**src/rtl/rcc_consts.svh**
```systemverilog
`ifndef RCC_CONSTS_SVH
`define RCC_CONSTS_SVH
// Summary of operation
// - low voltage forces full system reset
// - watchdog overflow forces full system reset
// - stay in reset while supply invalid
// - reset pin acts only when enabled
// - reset pin low holds reset
// - reset pin acts at power-up and run
// - power-up waits for reset pin high (here only once pin_en is set, and ctrl_q resets it to 0)
// - init registers, warm up, start at zero
// - select high or low clock source
// - slow mode divides low clock by four
// - normal mode divides high clock by N
// - noise filter forbids divisor below four
// - cause flags record last reset source

// register byte offsets
`define RCC_OFF_CTRL      4'h0
`define RCC_OFF_STAT      4'h4
`define RCC_OFF_IRQ_STAT  4'h8
`define RCC_OFF_IRQ_EN    4'hc
`define RCC_OFF_IRQ_CLR   4'h8
// control fields
`define RCC_CTRL_SLOW     0
`define RCC_CTRL_PIN_EN   1
`define RCC_CTRL_NFILT    2
`define RCC_CTRL_DIV_LSB  4
`define RCC_CTRL_RST      8'h00
// cause codes, bit 7 timeout_flag_n, bit 6 powerdown_flag_n
`define RCC_CAUSE_WDT     2'b00
`define RCC_CAUSE_POR     2'b10
`define RCC_CAUSE_PIN     2'b11
// timing
`define RCC_INIT_CYC      4'd8
`define RCC_WARM_US       1000
`define RCC_CLK_MHZ       20
`define RCC_WARM_CYC      (`RCC_WARM_US * `RCC_CLK_MHZ)
`define RCC_SLOW_DIV      4'd4
`define RCC_NF_MIN_DIV    3'd3
`endif

```
**src/rtl/rcc_pkg.sv**
```systemverilog
package rcc_pkg;
    typedef enum logic [2:0] {
        ST_HOLD,
        ST_INIT,
        ST_WARM,
        ST_RUN
    } rcc_state_e;
    typedef struct packed {
        logic [1:0] cause;
        logic       in_reset;
        logic       slow;
    } rcc_status_s;
endpackage

```
**src/rtl/rcc_top.sv**
```systemverilog
`timescale 1ns/1ps
`include "rcc_consts.svh"
module rcc_top #(
    parameter int WARM_CYC = `RCC_WARM_CYC
) (
    // clock and reset
    input  wire logic        clk_i,
    input  wire logic        rst_i,
    // wishbone slave
    input  wire logic        cyc_i,
    input  wire logic        stb_i,
    input  wire logic        we_i,
    input  wire logic [3:0]  adr_i,
    input  wire logic [3:0]  sel_i,
    input  wire logic [31:0] dat_i,
    output logic [31:0]      dat_o,
    output logic             ack_o,
    // reset sources
    input  wire logic        low_voltage_detector_i,
    input  wire logic        wdt_overflow_i,
    input  wire logic        ext_reset_n_i,
    // clock sources
    input  wire logic        hosc_tick_i,
    input  wire logic        internal_rc_oscillator_tick_i,
    // outputs
    output logic             sys_reset_o,
    output logic             reg_init_o,
    output logic             pc_zero_o,
    output logic             cpu_tick_o,
    output logic             irq_o
);

    // two-stage synchronisers for the pin and detector
    logic [1:0] pin_sync_q;
    logic [1:0] lvd_sync_q;
    always_ff @(posedge clk_i) begin
        if (rst_i) begin
            pin_sync_q <= 2'b11;
            lvd_sync_q <= 2'b11;
        end else begin
            pin_sync_q <= {pin_sync_q[0], ext_reset_n_i};
            lvd_sync_q <= {lvd_sync_q[0], low_voltage_detector_i};
        end
    end

    logic [7:0] ctrl_q;
    logic [2:0] irq_stat_q;
    logic [2:0] irq_en_q;
    logic [1:0] cause_q;
    logic       por_q;
    rcc_pkg::rcc_state_e state_q;
    logic [31:0] cnt_q;

    wire lvd_s = lvd_sync_q[1];
    wire pin_en = ctrl_q[`RCC_CTRL_PIN_EN];
    wire pin_low = pin_en & ~pin_sync_q[1];
    wire rst_req = lvd_s | wdt_overflow_i | pin_low;

    // sequencer: hold, init, warm up, run
    always_ff @(posedge clk_i) begin
        if (rst_i) begin
            state_q <= rcc_pkg::ST_HOLD;
            cnt_q   <= '0;
        end else if (rst_req) begin
            state_q <= rcc_pkg::ST_HOLD;
            cnt_q   <= '0;
        end else begin
            unique case (state_q)
                rcc_pkg::ST_HOLD: begin
                    state_q <= rcc_pkg::ST_INIT;
                    cnt_q   <= '0;
                end
                rcc_pkg::ST_INIT: begin
                    if (cnt_q == 32'(`RCC_INIT_CYC - 1)) begin
                        state_q <= rcc_pkg::ST_WARM;
                        cnt_q   <= '0;
                    end else begin
                        cnt_q <= cnt_q + 32'd1;
                    end
                end
                rcc_pkg::ST_WARM: begin
                    if (cnt_q == 32'(WARM_CYC - 1)) begin
                        state_q <= rcc_pkg::ST_RUN;
                    end else begin
                        cnt_q <= cnt_q + 32'd1;
                    end
                end
                rcc_pkg::ST_RUN: begin
                    state_q <= rcc_pkg::ST_RUN;
                end
                default: state_q <= rcc_pkg::ST_HOLD;
            endcase
        end
    end

    // capture cause, priority supply over watchdog over pin
    always_ff @(posedge clk_i) begin
        if (rst_i) begin
            cause_q <= `RCC_CAUSE_POR;
        end else if (lvd_s) begin
            cause_q <= `RCC_CAUSE_POR;
        end else if (wdt_overflow_i) begin
            cause_q <= `RCC_CAUSE_WDT;
        end else if (pin_low) begin
            cause_q <= `RCC_CAUSE_PIN;
        end
    end

    wire in_run = (state_q == rcc_pkg::ST_RUN);
    assign sys_reset_o = ~in_run;
    assign reg_init_o  = (state_q == rcc_pkg::ST_INIT);
    always_ff @(posedge clk_i) begin
        if (rst_i) begin
            por_q     <= 1'b0;
            pc_zero_o <= 1'b0;
        end else begin
            por_q     <= in_run;
            pc_zero_o <= in_run & ~por_q;
        end
    end

    // instruction clock divider
    wire       slow   = ctrl_q[`RCC_CTRL_SLOW];
    wire [2:0] div_f  = ctrl_q[`RCC_CTRL_DIV_LSB +: 3];
    wire [2:0] div_m1 = (ctrl_q[`RCC_CTRL_NFILT] && div_f < `RCC_NF_MIN_DIV)
                        ? `RCC_NF_MIN_DIV : div_f;
    wire       src_tick = slow ? internal_rc_oscillator_tick_i : hosc_tick_i;
    wire [3:0] div_top = slow ? (`RCC_SLOW_DIV - 4'd1) : {1'b0, div_m1};
    logic [3:0] div_q;
    always_ff @(posedge clk_i) begin
        if (rst_i || !in_run) begin
            div_q      <= 4'h0;
            cpu_tick_o <= 1'b0;
        end else if (src_tick) begin
            div_q      <= (div_q >= div_top) ? 4'h0 : div_q + 4'h1;
            cpu_tick_o <= (div_q >= div_top);
        end else begin
            cpu_tick_o <= 1'b0;
        end
    end

    // wishbone decode, one wait state then ack
    wire req    = cyc_i & stb_i & ~ack_o;
    wire wr     = req & we_i & sel_i[0];
    // one address compare, shared by every write decode
    function automatic logic addr_hit(input logic [3:0] a,
                                      input logic [3:0] off);
        addr_hit = (a == off);
    endfunction
    wire hit_c  = addr_hit(adr_i, `RCC_OFF_CTRL);
    wire hit_e  = addr_hit(adr_i, `RCC_OFF_IRQ_EN);
    wire hit_s  = addr_hit(adr_i, `RCC_OFF_IRQ_CLR);
    // events: supply, watchdog, pin
    wire [2:0] ev = {pin_low, wdt_overflow_i, lvd_s};
    wire [2:0] clr = (wr & hit_s) ? dat_i[2:0] : 3'b000;
    rcc_pkg::rcc_status_s st;
    assign st = '{cause: cause_q, in_reset: ~in_run, slow: slow};

    // registers; set beats clear on the sticky bits
    always_ff @(posedge clk_i) begin
        if (rst_i) begin
            ctrl_q     <= `RCC_CTRL_RST;
            irq_en_q   <= 3'b000;
            irq_stat_q <= 3'b000;
            ack_o      <= 1'b0;
            dat_o      <= 32'h0;
        end else begin
            ack_o      <= req;
            irq_stat_q <= (irq_stat_q & ~clr) | ev;
            if (wr && hit_c) ctrl_q <= dat_i[7:0];
            if (wr && hit_e) irq_en_q <= dat_i[2:0];
            unique case (adr_i)
                `RCC_OFF_CTRL:     dat_o <= {24'h0, ctrl_q};
                `RCC_OFF_STAT:     dat_o <= {st.cause, 4'h0, st.in_reset,
                                             st.slow, 24'h0};
                `RCC_OFF_IRQ_STAT: dat_o <= {29'h0, irq_stat_q};
                `RCC_OFF_IRQ_EN:   dat_o <= {29'h0, irq_en_q};
                default:           dat_o <= 32'h0;
            endcase
        end
    end

    assign irq_o = |(irq_stat_q & irq_en_q);

    // checker helpers: they only watch the logic and drive no output
    // divider setting, so that a change mid-stream can be spotted
    logic [3:0] cfg_q;
    wire  [3:0] cfg_now = {slow, div_top[2:0]};
    wire        cfg_chg = (cfg_now != cfg_q);
    // source ticks since the last instruction tick
    logic [3:0] src_cnt_q;
    logic       gap_valid_q;
    // cycles spent in the init phase
    logic [3:0] init_len_q;

    // setting history; a change voids one period of the gap check,
    // since the divider count may sit above the new top
    always_ff @(posedge clk_i) begin
        if (rst_i) begin
            cfg_q <= 4'h0;
        end else begin
            cfg_q <= cfg_now;
        end
    end

    always_ff @(posedge clk_i) begin
        if (rst_i || !in_run || cfg_chg) begin
            src_cnt_q   <= 4'h0;
            gap_valid_q <= 1'b0;
        end else if (cpu_tick_o) begin
            src_cnt_q   <= {3'h0, src_tick};
            gap_valid_q <= 1'b1;
        end else begin
            src_cnt_q <= src_cnt_q + {3'h0, src_tick};
        end
    end

    always_ff @(posedge clk_i) begin
        if (rst_i || state_q != rcc_pkg::ST_INIT) begin
            init_len_q <= 4'h0;
        end else begin
            init_len_q <= init_len_q + 4'h1;
        end
    end
endmodule

```
**config.mk**
```make
export PLATFORM = sky130hd
export DESIGN_NAME = rcc_top
export DESIGN_NICKNAME = d
export VERILOG_FILES = /design/src/rtl/rcc_pkg.sv /design/src/rtl/rcc_top.sv
export VERILOG_INCLUDE_DIRS = /design/src /design/src/rtl
export SDC_FILE = /design/constraint.sdc
export NUM_CORES = 1
export LEC_CHECK = 0
export ABC_AREA = 1
export BUFFER_PORTS_ARGS = -buffer_cell sky130_fd_sc_hd__buf_4
export CORE_ASPECT_RATIO = 1.4
export CORE_MARGIN = 2
export CORE_UTILIZATION = 40
export CTS_BUF_LIST = sky130_fd_sc_hd__clkbuf_8 sky130_fd_sc_hd__clkbuf_16
export DETAILED_ROUTE_END_ITERATION = 8
export PLACE_DENSITY_LB_ADDON = 0.08
export SLEW_MARGIN = 20
export SYNTH_ARGS = -nofsm -noshare
export SYNTH_HDL_FRONTEND = slang
export SYNTH_SLANG_ARGS = --single-unit
```
**constraint.sdc**
```tcl
create_clock -name clk_i -period 2.1 [get_ports clk_i]
set_input_delay 0.42 -clock clk_i [delete_from_list [all_inputs] [get_ports clk_i]]
set_output_delay 0.42 -clock clk_i [all_outputs]
set_load 0.01 [all_outputs]
```
Word-level counts from Yosys, hierarchy flattened:

Cells that the tools add are included.

* register bits after elaboration: 95
* bits of input ports: 50
* output and inout port bits: 38

* reduce and logical (&&, ||, !) cells: 16
* bitwise gates (word level): 18
* add/sub/neg operators: 2
* muxes and demuxes: 14
* magnitude comparators: 2
* eq/ne operators: 11

Operators by type and width (number)
* 32-bit case mux with 4 select lines: 1
* 32-bit case mux with 3 select lines: 1
* 32-bit two-way mux: 2
* 32-bit by 1-bit adder with 32-bit output, second input constant: 1
* 32-bit by 15-bit equality test with 1-bit output, second input constant: 1
* 32-bit by 3-bit equality test with 1-bit output, second input constant: 1
* 3-bit two-way mux: 5
* 3-bit case mux with 4 select lines: 1
* 4-bit equality test, second input constant: 2
* 1-bit AND: 7
* 3-bit AND: 2
* 3-bit by 2-bit equality test with 1-bit output, second input constant: 2
* 2-bit OR reduction: 3
* 3-bit OR reduction: 2
* 1-bit NOT: 5
* 4-bit by 1-bit adder with 4-bit output, second input constant: 1
* 4-bit by 3-bit equality test with 1-bit output, second input constant: 1
* 4-bit by 3-bit greater-or-equal comparator with 1-bit output: 1
* 4-bit zero test: 1
* 2-bit two-way mux: 2
* 4-bit two-way mux: 1
* 2-bit != test, second input constant: 2
* 2-bit AND reduction: 2
* 3-bit by 1-bit equality test with 1-bit output, second input constant: 1
* 12 further kinds: 15

Longest topological paths before layout:

Gate-level depths: netlist (run 1).

* word-level depth: 9
* mapped depth: 13
* depth with buffers taken out: 12

Worst setup path before layout (run 1):

No wires, ideal clock.

* path type: flip-flop to flip-flop
* from: reg cnt_q[1]
* to: reg cnt_q[1]
* arrival time: 1.565 ns
* setup time: 0.112 ns
* slack: 0.423 ns
* cell stages (with the launch flop): 13
* period minus slack after synthesis: 1.677 ns
* buffers on the path: 2
* cells stage by stage: dfxtp_1 ha_1 nand2_2 nor2_4 nand3_2 nor2_4 nand3_4 nand2_4 inv_4 buf_6 buf_6 o21ai_2 nor2_1

* longest elaborated chain between the ends: 3

RTL lines
* start, declared: line rcc_top.sv:52 `logic [31:0] cnt_q;`
* start signal, assigned: line rcc_top.sv:78 `cnt_q <= cnt_q + 32'd1;`
* start signal, assigned: line rcc_top.sv:85 `cnt_q <= cnt_q + 32'd1;`
* 32-bit by 1-bit adder with 32-bit output (tied with other cells): line rcc_top.sv:78, rcc_top.sv:85
* 32-bit two-way mux (tied with other cells): line rcc_top.sv:82 `if (cnt_q == 32'(WARM_CYC - 1)) begin`
* 32-bit case mux with 3 select lines / 2-bit AND reduction (equally long branches)

Parallel ways exist; a longest one is shown, timed or not. The select of a mux whose other input is x is not followed.
A chain may end at the register's enable or synchronous reset.

Final worst setup path (run 1):

* from: reg cnt_q[1]
* to: reg cnt_q[30]

The elaborated chain is that of the path after synthesis.

==> impl_metrics.env, run 1 <==
export IMPL_cp_slowest_cell="dfxtp_1"
export IMPL_grt_max_degree=28
export IMPL_synthTopCellsByArea="dfxtp_1 36%, nand2_1 15%, nor2_1 9.5%"
export IMPL_antennaDiodeCount=0
export IMPL_grt_setup_unrepaired="no"
export IMPL_overflow=0
export IMPL_die_height_microns=125
export IMPL_fmax_ghz=0.523
export IMPL_die_area_sq_mm=0.0113
export IMPL_drtIter0Drc=249
export IMPL_io_pins=88
export IMPL_synth_avg_cell_area_sq_um=6.52
export IMPL_synthDistinctLibCells=38
export IMPL_ant_nets=0
export IMPL_post_drt_via_cell_ratio=4.77
export IMPL_ys_seq_area_share_pct=35.5
export IMPL_maxSlewViolCount=0
export IMPL_wl_per_cell_microns=12.9
export IMPL_fin_hold_ws_ps=272
export IMPL_powerDensity_mw_per_mm2=627
export IMPL_finClkSkew_ps=7.25
export IMPL_drive_gt1_share_pct=14.3
export IMPL_slew_headroom_pct=65.9
export IMPL_power_mw=3.07
export IMPL_grt_first_pass_wirelength_microns=17800
export IMPL_synth_top_area_cell="dfxtp_1"
export IMPL_tritoncts="yes"
export IMPL_status="finished, final reports clean"
export IMPL_num_vias=3985
export IMPL_end_kind="flip-flop"
export IMPL_final_min_clock_period_ps=1910
export IMPL_r2r_setup_slack_ps=190
export IMPL_clock_path_buffers=2
export IMPL_synth_compound_area_share_pct=8.94
export IMPL_drt_pass1_iter_count=4
export IMPL_ys_async_sr_fraction_pct=0
export IMPL_cp_common_cell="nor2_1"
export IMPL_synth_area_mux_share_pct=0
export IMPL_dpl_hpwl_microns=8310
export IMPL_port_buffers=40
export IMPL_drv_cap=0
export IMPL_start_kind="flip-flop"
export IMPL_root_buffer="clkbuf_16"
export IMPL_multiInputGateArea_sq_mm=0.00220
export IMPL_core_area_sq_mm=0.0102
export IMPL_area_growth_pct=17.4
export IMPL_grt_pass1_vias=3780
export IMPL_critPathArrivalTime_ps=2140
export IMPL_synthAdderAreaFrac_pct=3.00
export IMPL_critPathMaxStageDelay_ps=370
export IMPL_layout_nets=752
export IMPL_netlist_area_sq_mm=0.00417
export IMPL_grt_total_usage_pct=19.7
export IMPL_p_leak_nw=2.07
export IMPL_hold_violations=0
export IMPL_synth_xor_area_share_pct=0.840
export IMPL_hp_class="primary input to flip-flop"
export IMPL_cts_hold_buf=0
export IMPL_yosysMostFrequentCell="nand2_1"
export IMPL_synth_top_family_by_area="simple AND/OR/NAND/NOR gates"
export IMPL_synthSimpleGateAreaFrac_pct=38.1
export IMPL_cts_sinks=74
export IMPL_tightestPinTransition_ps=506
export IMPL_dominantRegCellSynth="dfxtp_1"
export IMPL_gp_congestion=0.913
export IMPL_clk_latency_ps=330
export IMPL_tns_ps=0
export IMPL_num_rows=44
export IMPL_crit_chain="ha_1, nand2_2, nor2_1, nand2_1, inv_1, nand2_1, nor2_1, nand3_1, nor2_1, nand2_1, nand3_1, nor2_1"
export IMPL_die_w_microns=90.3
export IMPL_ctsHtreeMaxLevel=3
export IMPL_drcViolationCount=0
export IMPL_ys_warnings_count=0
export IMPL_peakVddDrop_v=0.000416
export IMPL_seqCellArea_sq_mm=0.00148
export IMPL_yosysTopAreaCellShare_pct=35.5
export IMPL_start_util_pct=40.7
export IMPL_nFillCells=1149
export IMPL_antenna_found_initial=0
export IMPL_worstSetupPathType="flip-flop to flip-flop"
export IMPL_worstPathMaxFanout=4
export IMPL_synth_common_cells="165 x nand2_1, 105 x nor2_1, 77 x inv_1"
export IMPL_setup_violations=0
export IMPL_post_route_period_util_pct=91.1
export IMPL_ys_ff_latch=74
export IMPL_synth_edf_count=0
export IMPL_synthCells=640
export IMPL_numCtsBuffers=9
export IMPL_clkSlewWorstSetupHoldPaths_ps=60
export IMPL_totalWireLength_microns=10800
export IMPL_critPathRequiredTime_ps=2330
## kinds of logic after synthesis
| family | count (synthesis) |
|---|---|
| adder cells (fa/ha/maj) | 10 |
| other | 1 |
| AO/OA/AOI/OAI | 69 |
| flip-flops | 74 |
| AND/OR/NAND/NOR | 364 |
| buffers and inverters | 118 |
| XOR/XNOR | 4 |
## through the flow
step	setup WS, ps	cells	util [%]	cell area (sq um)
final	187	835	47.8	4900
after detailed placement	147	817	44.7	4580
after floorplan	423	659	-	4240
after CTS	129	833	47.6	4880
after global routing	2.61	835	47.8	4900
after global placement	167	817	44.7	4580
## sequential cells by signal, indices dropped and copies added, names as in the netlist, 2 cells and up
name / count
lvd_sync_q: 2
irq_en_q: 3
cause_q: 2
pin_sync_q: 2
ctrl_q: 8
div_q: 4
irq_stat_q: 3
cnt_q: 32
state_q: 2
dat_o: 12
## cells in the final DEF (no fill, tap or decap), types with 3 or more instances in the layout
cell type	instances
clkbuf_16	9
dfxtp_1	74
or2_2	7
nand3_1	42
nor2_2	6
o21ai_0	28
nand2_1	165
o211ai_1	3
buf_4	52
o21bai_1	3
nor3_1	14
nor2_1	105
xor2_1	4
ha_1	10
inv_1	79
inv_2	6
a21oi_1	29
conb_1	20
nand4_1	11
## report_power, final
part	internal [mW]	switching, mW	leakage [nW]	total (mW)
clock	0.920	0.625	0.149	1.54
sequential	1.41	0.00497	0.598	1.42
combinational	0.0446	0.0628	1.32	0.107
## final cells by class
type | instances | area share, %
multi-input combinational | 467 | 44.9
inverter | 86 | 6.64
tap | 138 | 3.53
clock inverter | 7 | 1.46
timing repair buffer | 54 | 8.61
clock buffer | 9 | 4.60
sequential | 74 | 30.3
## per-layer routing
layer  global-route usage [%]  part of all wire (%)  routed length, microns  vias to the layer above
met2                     36.7                    53                    5740                       88
li1                         -                     -                       -                     2088
met4                     8.69                   2.3                     244                        0
met3                     3.93                   4.6                     493                       14
met5                        0                     0                       0                        -
met1                     21.2                    40                    4290                     1795
## worst paths after layout
kind                     startpoint       endpoint  depth (start not counted)
min reg2reg                   por_q      pc_zero_o                          1
min          low_voltage_detector_i  lvd_sync_q[0]                          2
max reg2reg                cnt_q[1]      cnt_q[30]                         12
max                        cnt_q[1]      cnt_q[30]                         12
## critical path, delay by kind of cell, from the launching register on
kind	cells	cell delay, ps
and+or+nand+nor	10	1170
adders and majority gates	1	200
buffers and inverters	1	80
DFF	1	370
## what timing repair did
action	4_1_cts	5_1_grt
buffers inserted	0	2
setup endpoints to repair	0	14
gates resized for setup	0	1
No activity file was read; power rests on OpenSTA's default activity.
==> inputs of run 2 (changes only) <==
Settings changed: PLACE_DENSITY from default to 0.61, PLACE_DENSITY_LB_ADDON 0.08 to default, SETUP_SLACK_MARGIN from default to 0.3.
==> impl_metrics.env, run 2 (same netlist as run 1, synthesis figures left out) <==
export IMPL_antennaDiodeCount=0
export IMPL_die_height_microns=125
export IMPL_power_frac_seq_pct=45.7
export IMPL_internal_power_mw=2.41
export IMPL_die_area_sq_mm=0.0113
export IMPL_hp_class="primary input to flip-flop"
export IMPL_wl_per_cell_microns=12.8
export IMPL_finClkSkew_ps=7.77
export IMPL_cp_slowest_cell="ha_1"
export IMPL_area_growth_pct=21.5
export IMPL_grt_total_usage_pct=19.0
export IMPL_critPathMaxStageDelay_ps=340
export IMPL_core_area_sq_mm=0.0102
export IMPL_seqCellArea_sq_mm=0.00149
export IMPL_drt_met1_wl_microns=4300
export IMPL_root_buffer="clkbuf_16"
export IMPL_grt_setup_unrepaired="yes"
export IMPL_maxSlewViolCount=0
export IMPL_start_kind="flip-flop"
export IMPL_p_leak_nw=2.11
export IMPL_layout_nets=758
export IMPL_r2r_setup_slack_ps=370
export IMPL_pwr_share_comb_pct=3.6
export IMPL_whs_endpoint="lvd_sync_q[0]"
export IMPL_end_kind="primary output"
export IMPL_tns_ps=0
export IMPL_clk_latency_ps=340
export IMPL_highest_layer="met4"
export IMPL_p_sw_uw=692
export IMPL_powerDensity_mw_per_mm2=613
export IMPL_grt_max_degree=22
export IMPL_final_min_clock_period_ps=1750
export IMPL_wl_met3_microns=413
export IMPL_cts_sinks=74
export IMPL_final_cell_mix="161 x nand2_1, 99 x nor2_1, 74 x inv_1"
export IMPL_clkSlewWorstSetupHoldPaths_ps=60
export IMPL_fmax_ghz=0.570
export IMPL_post_route_period_util_pct=83.5
export IMPL_gp_congestion=0.947
export IMPL_regMostFlops="cnt_q"
export IMPL_clock_path_buffers=2
export IMPL_critPathArrivalTime_ps=1330
export IMPL_worstPathMaxFanout=5
export IMPL_wl_met2_microns=5590
export IMPL_holdPathStages=2
export IMPL_hold_violations=0
export IMPL_drv_cap=0
export IMPL_overflow=0
export IMPL_dpl_hpwl_microns=8030
export IMPL_clkPwrFrac_pct=50.8
export IMPL_fin_hold_ws_ps=262
export IMPL_drive_gt1_share_pct=19.6
export IMPL_totalWireLength_microns=10800
export IMPL_start_util_pct=40.7
export IMPL_setup_violations=0
export IMPL_tritoncts="yes"
export IMPL_multiInputGateArea_sq_mm=0.00230
export IMPL_worstSetupPathType="flip-flop to primary output"
export IMPL_largest_register_ffs=32
export IMPL_grt_first_pass_wirelength_microns=17300
export IMPL_final_common_cell="nand2_1"
export IMPL_drt_pass1_iter_count=5
export IMPL_rr_startpoint="cnt_q[1]"
export IMPL_critPathRequiredTime_ps=1680
export IMPL_crit_chain="inv_1, ha_1, buf_4"
export IMPL_num_rows=44
export IMPL_num_vias=4053
export IMPL_status="finished, final reports clean"
export IMPL_worstRegToRegCells=13
export IMPL_timing_rr_end="cnt_q[26]"
export IMPL_numCtsBuffers=9
export IMPL_peakVddDrop_v=0.000554
export IMPL_port_buffers=40
export IMPL_cts_hold_buf=0
export IMPL_top_regs="cnt_q x32, dat_o x12, ctrl_q x8"
export IMPL_nFillCells=1072
export IMPL_ctsHtreeMaxLevel=3
export IMPL_final_core_util_pct=49.5
export IMPL_post_drt_via_cell_ratio=4.82
export IMPL_antenna_found_initial=0
export IMPL_switching_share_pct=22.3
export IMPL_drtIter0Drc=209
export IMPL_min_from="low_voltage_detector_i"
export IMPL_io_pins=88
export IMPL_grt_pass1_vias=3782
export IMPL_drcViolationCount=0
export IMPL_die_w_microns=90.3
export IMPL_ant_nets=0
[run 2: cell count changes in the layout (fill, tap and decap cells not counted), sizes merged]
cell,change
buf,+5
clkbuf,+1
clkinv,-1
clkinvlp,+1
inv,-1
nand2,+1
[run 2: final cells by class]
class                   instances  area share (%)
multi-input cells             468            45.4
clock inverters                 6            1.31
inverters                      86            6.52
clock buffers                  10            4.71
repair buffers                 59            9.21
well taps                     138            3.41
flip-flops and latches         74            29.4
[run 2: power groups by stage]
stage / combinational (mW) / clock [mW] / sequential [mW]
floorplan: 0.0822 / 0 / 1.45
global placement: 0.106 / 0 / 1.45
detailed placement: 0.108 / 0 / 1.45
CTS: 0.109 / 1.62 / 1.42
global route: 0.125 / 1.66 / 1.42
finish: 0.111 / 1.58 / 1.42
[run 2: how the worst max path moves through the flow]
stage,from,cells past startpoint,slack [ps],end
floorplan,cnt_q[1],12,420,cnt_q[1]
global placement,cnt_q[1],11,200,cnt_q[10]
detailed placement,cnt_q[1],11,180,cnt_q[10]
CTS,cnt_q[0],12,310,cnt_q[30]
global route,cnt_q[0],13,230,cnt_q[26]
finish,state_q[1],3,350,reg_init_o
[run 2: metal layers]
layer | global-route usage (%) | up-vias
met3 | 4.23 | 29
met2 | 34.4 | 101
met4 | 9.86 | 0
met1 | 20.6 | 1837
li1 | - | 2086
met5 | 0 | -
[run 2: stage by stage]
step / setup WS (ps) / std cells / power, mW / instance area [sq um]
3_5_place_dp: 176 / 817 / 1.56 / 4580
3_3_place_gp: 198 / 817 / 1.56 / 4580
5_1_grt: 227 / 841 / 3.21 / 5070
4_1_cts: 307 / 836 / 3.14 / 4930
6_report: 347 / 841 / 3.11 / 5070
2_1_floorplan: 423 / 659 / 1.53 / 4240
[run 2: timing repair]
action / in CTS / in global routing
setup buffers: 3 / 4
resized for setup: 7 / 36
pin swaps: 1 / 16
setup endpoints to repair: 28 / 35
cloned: 0 / 1
[run 2: critical path, delay by kind of cell, from the launching register on]
| kind | cells | cell delay [ps] |
|---|---|---|
| adder cells (fa/ha/maj) | 1 | 340 |
| flip-flops | 1 | 330 |
| buffers and inverters | 2 | 330 |
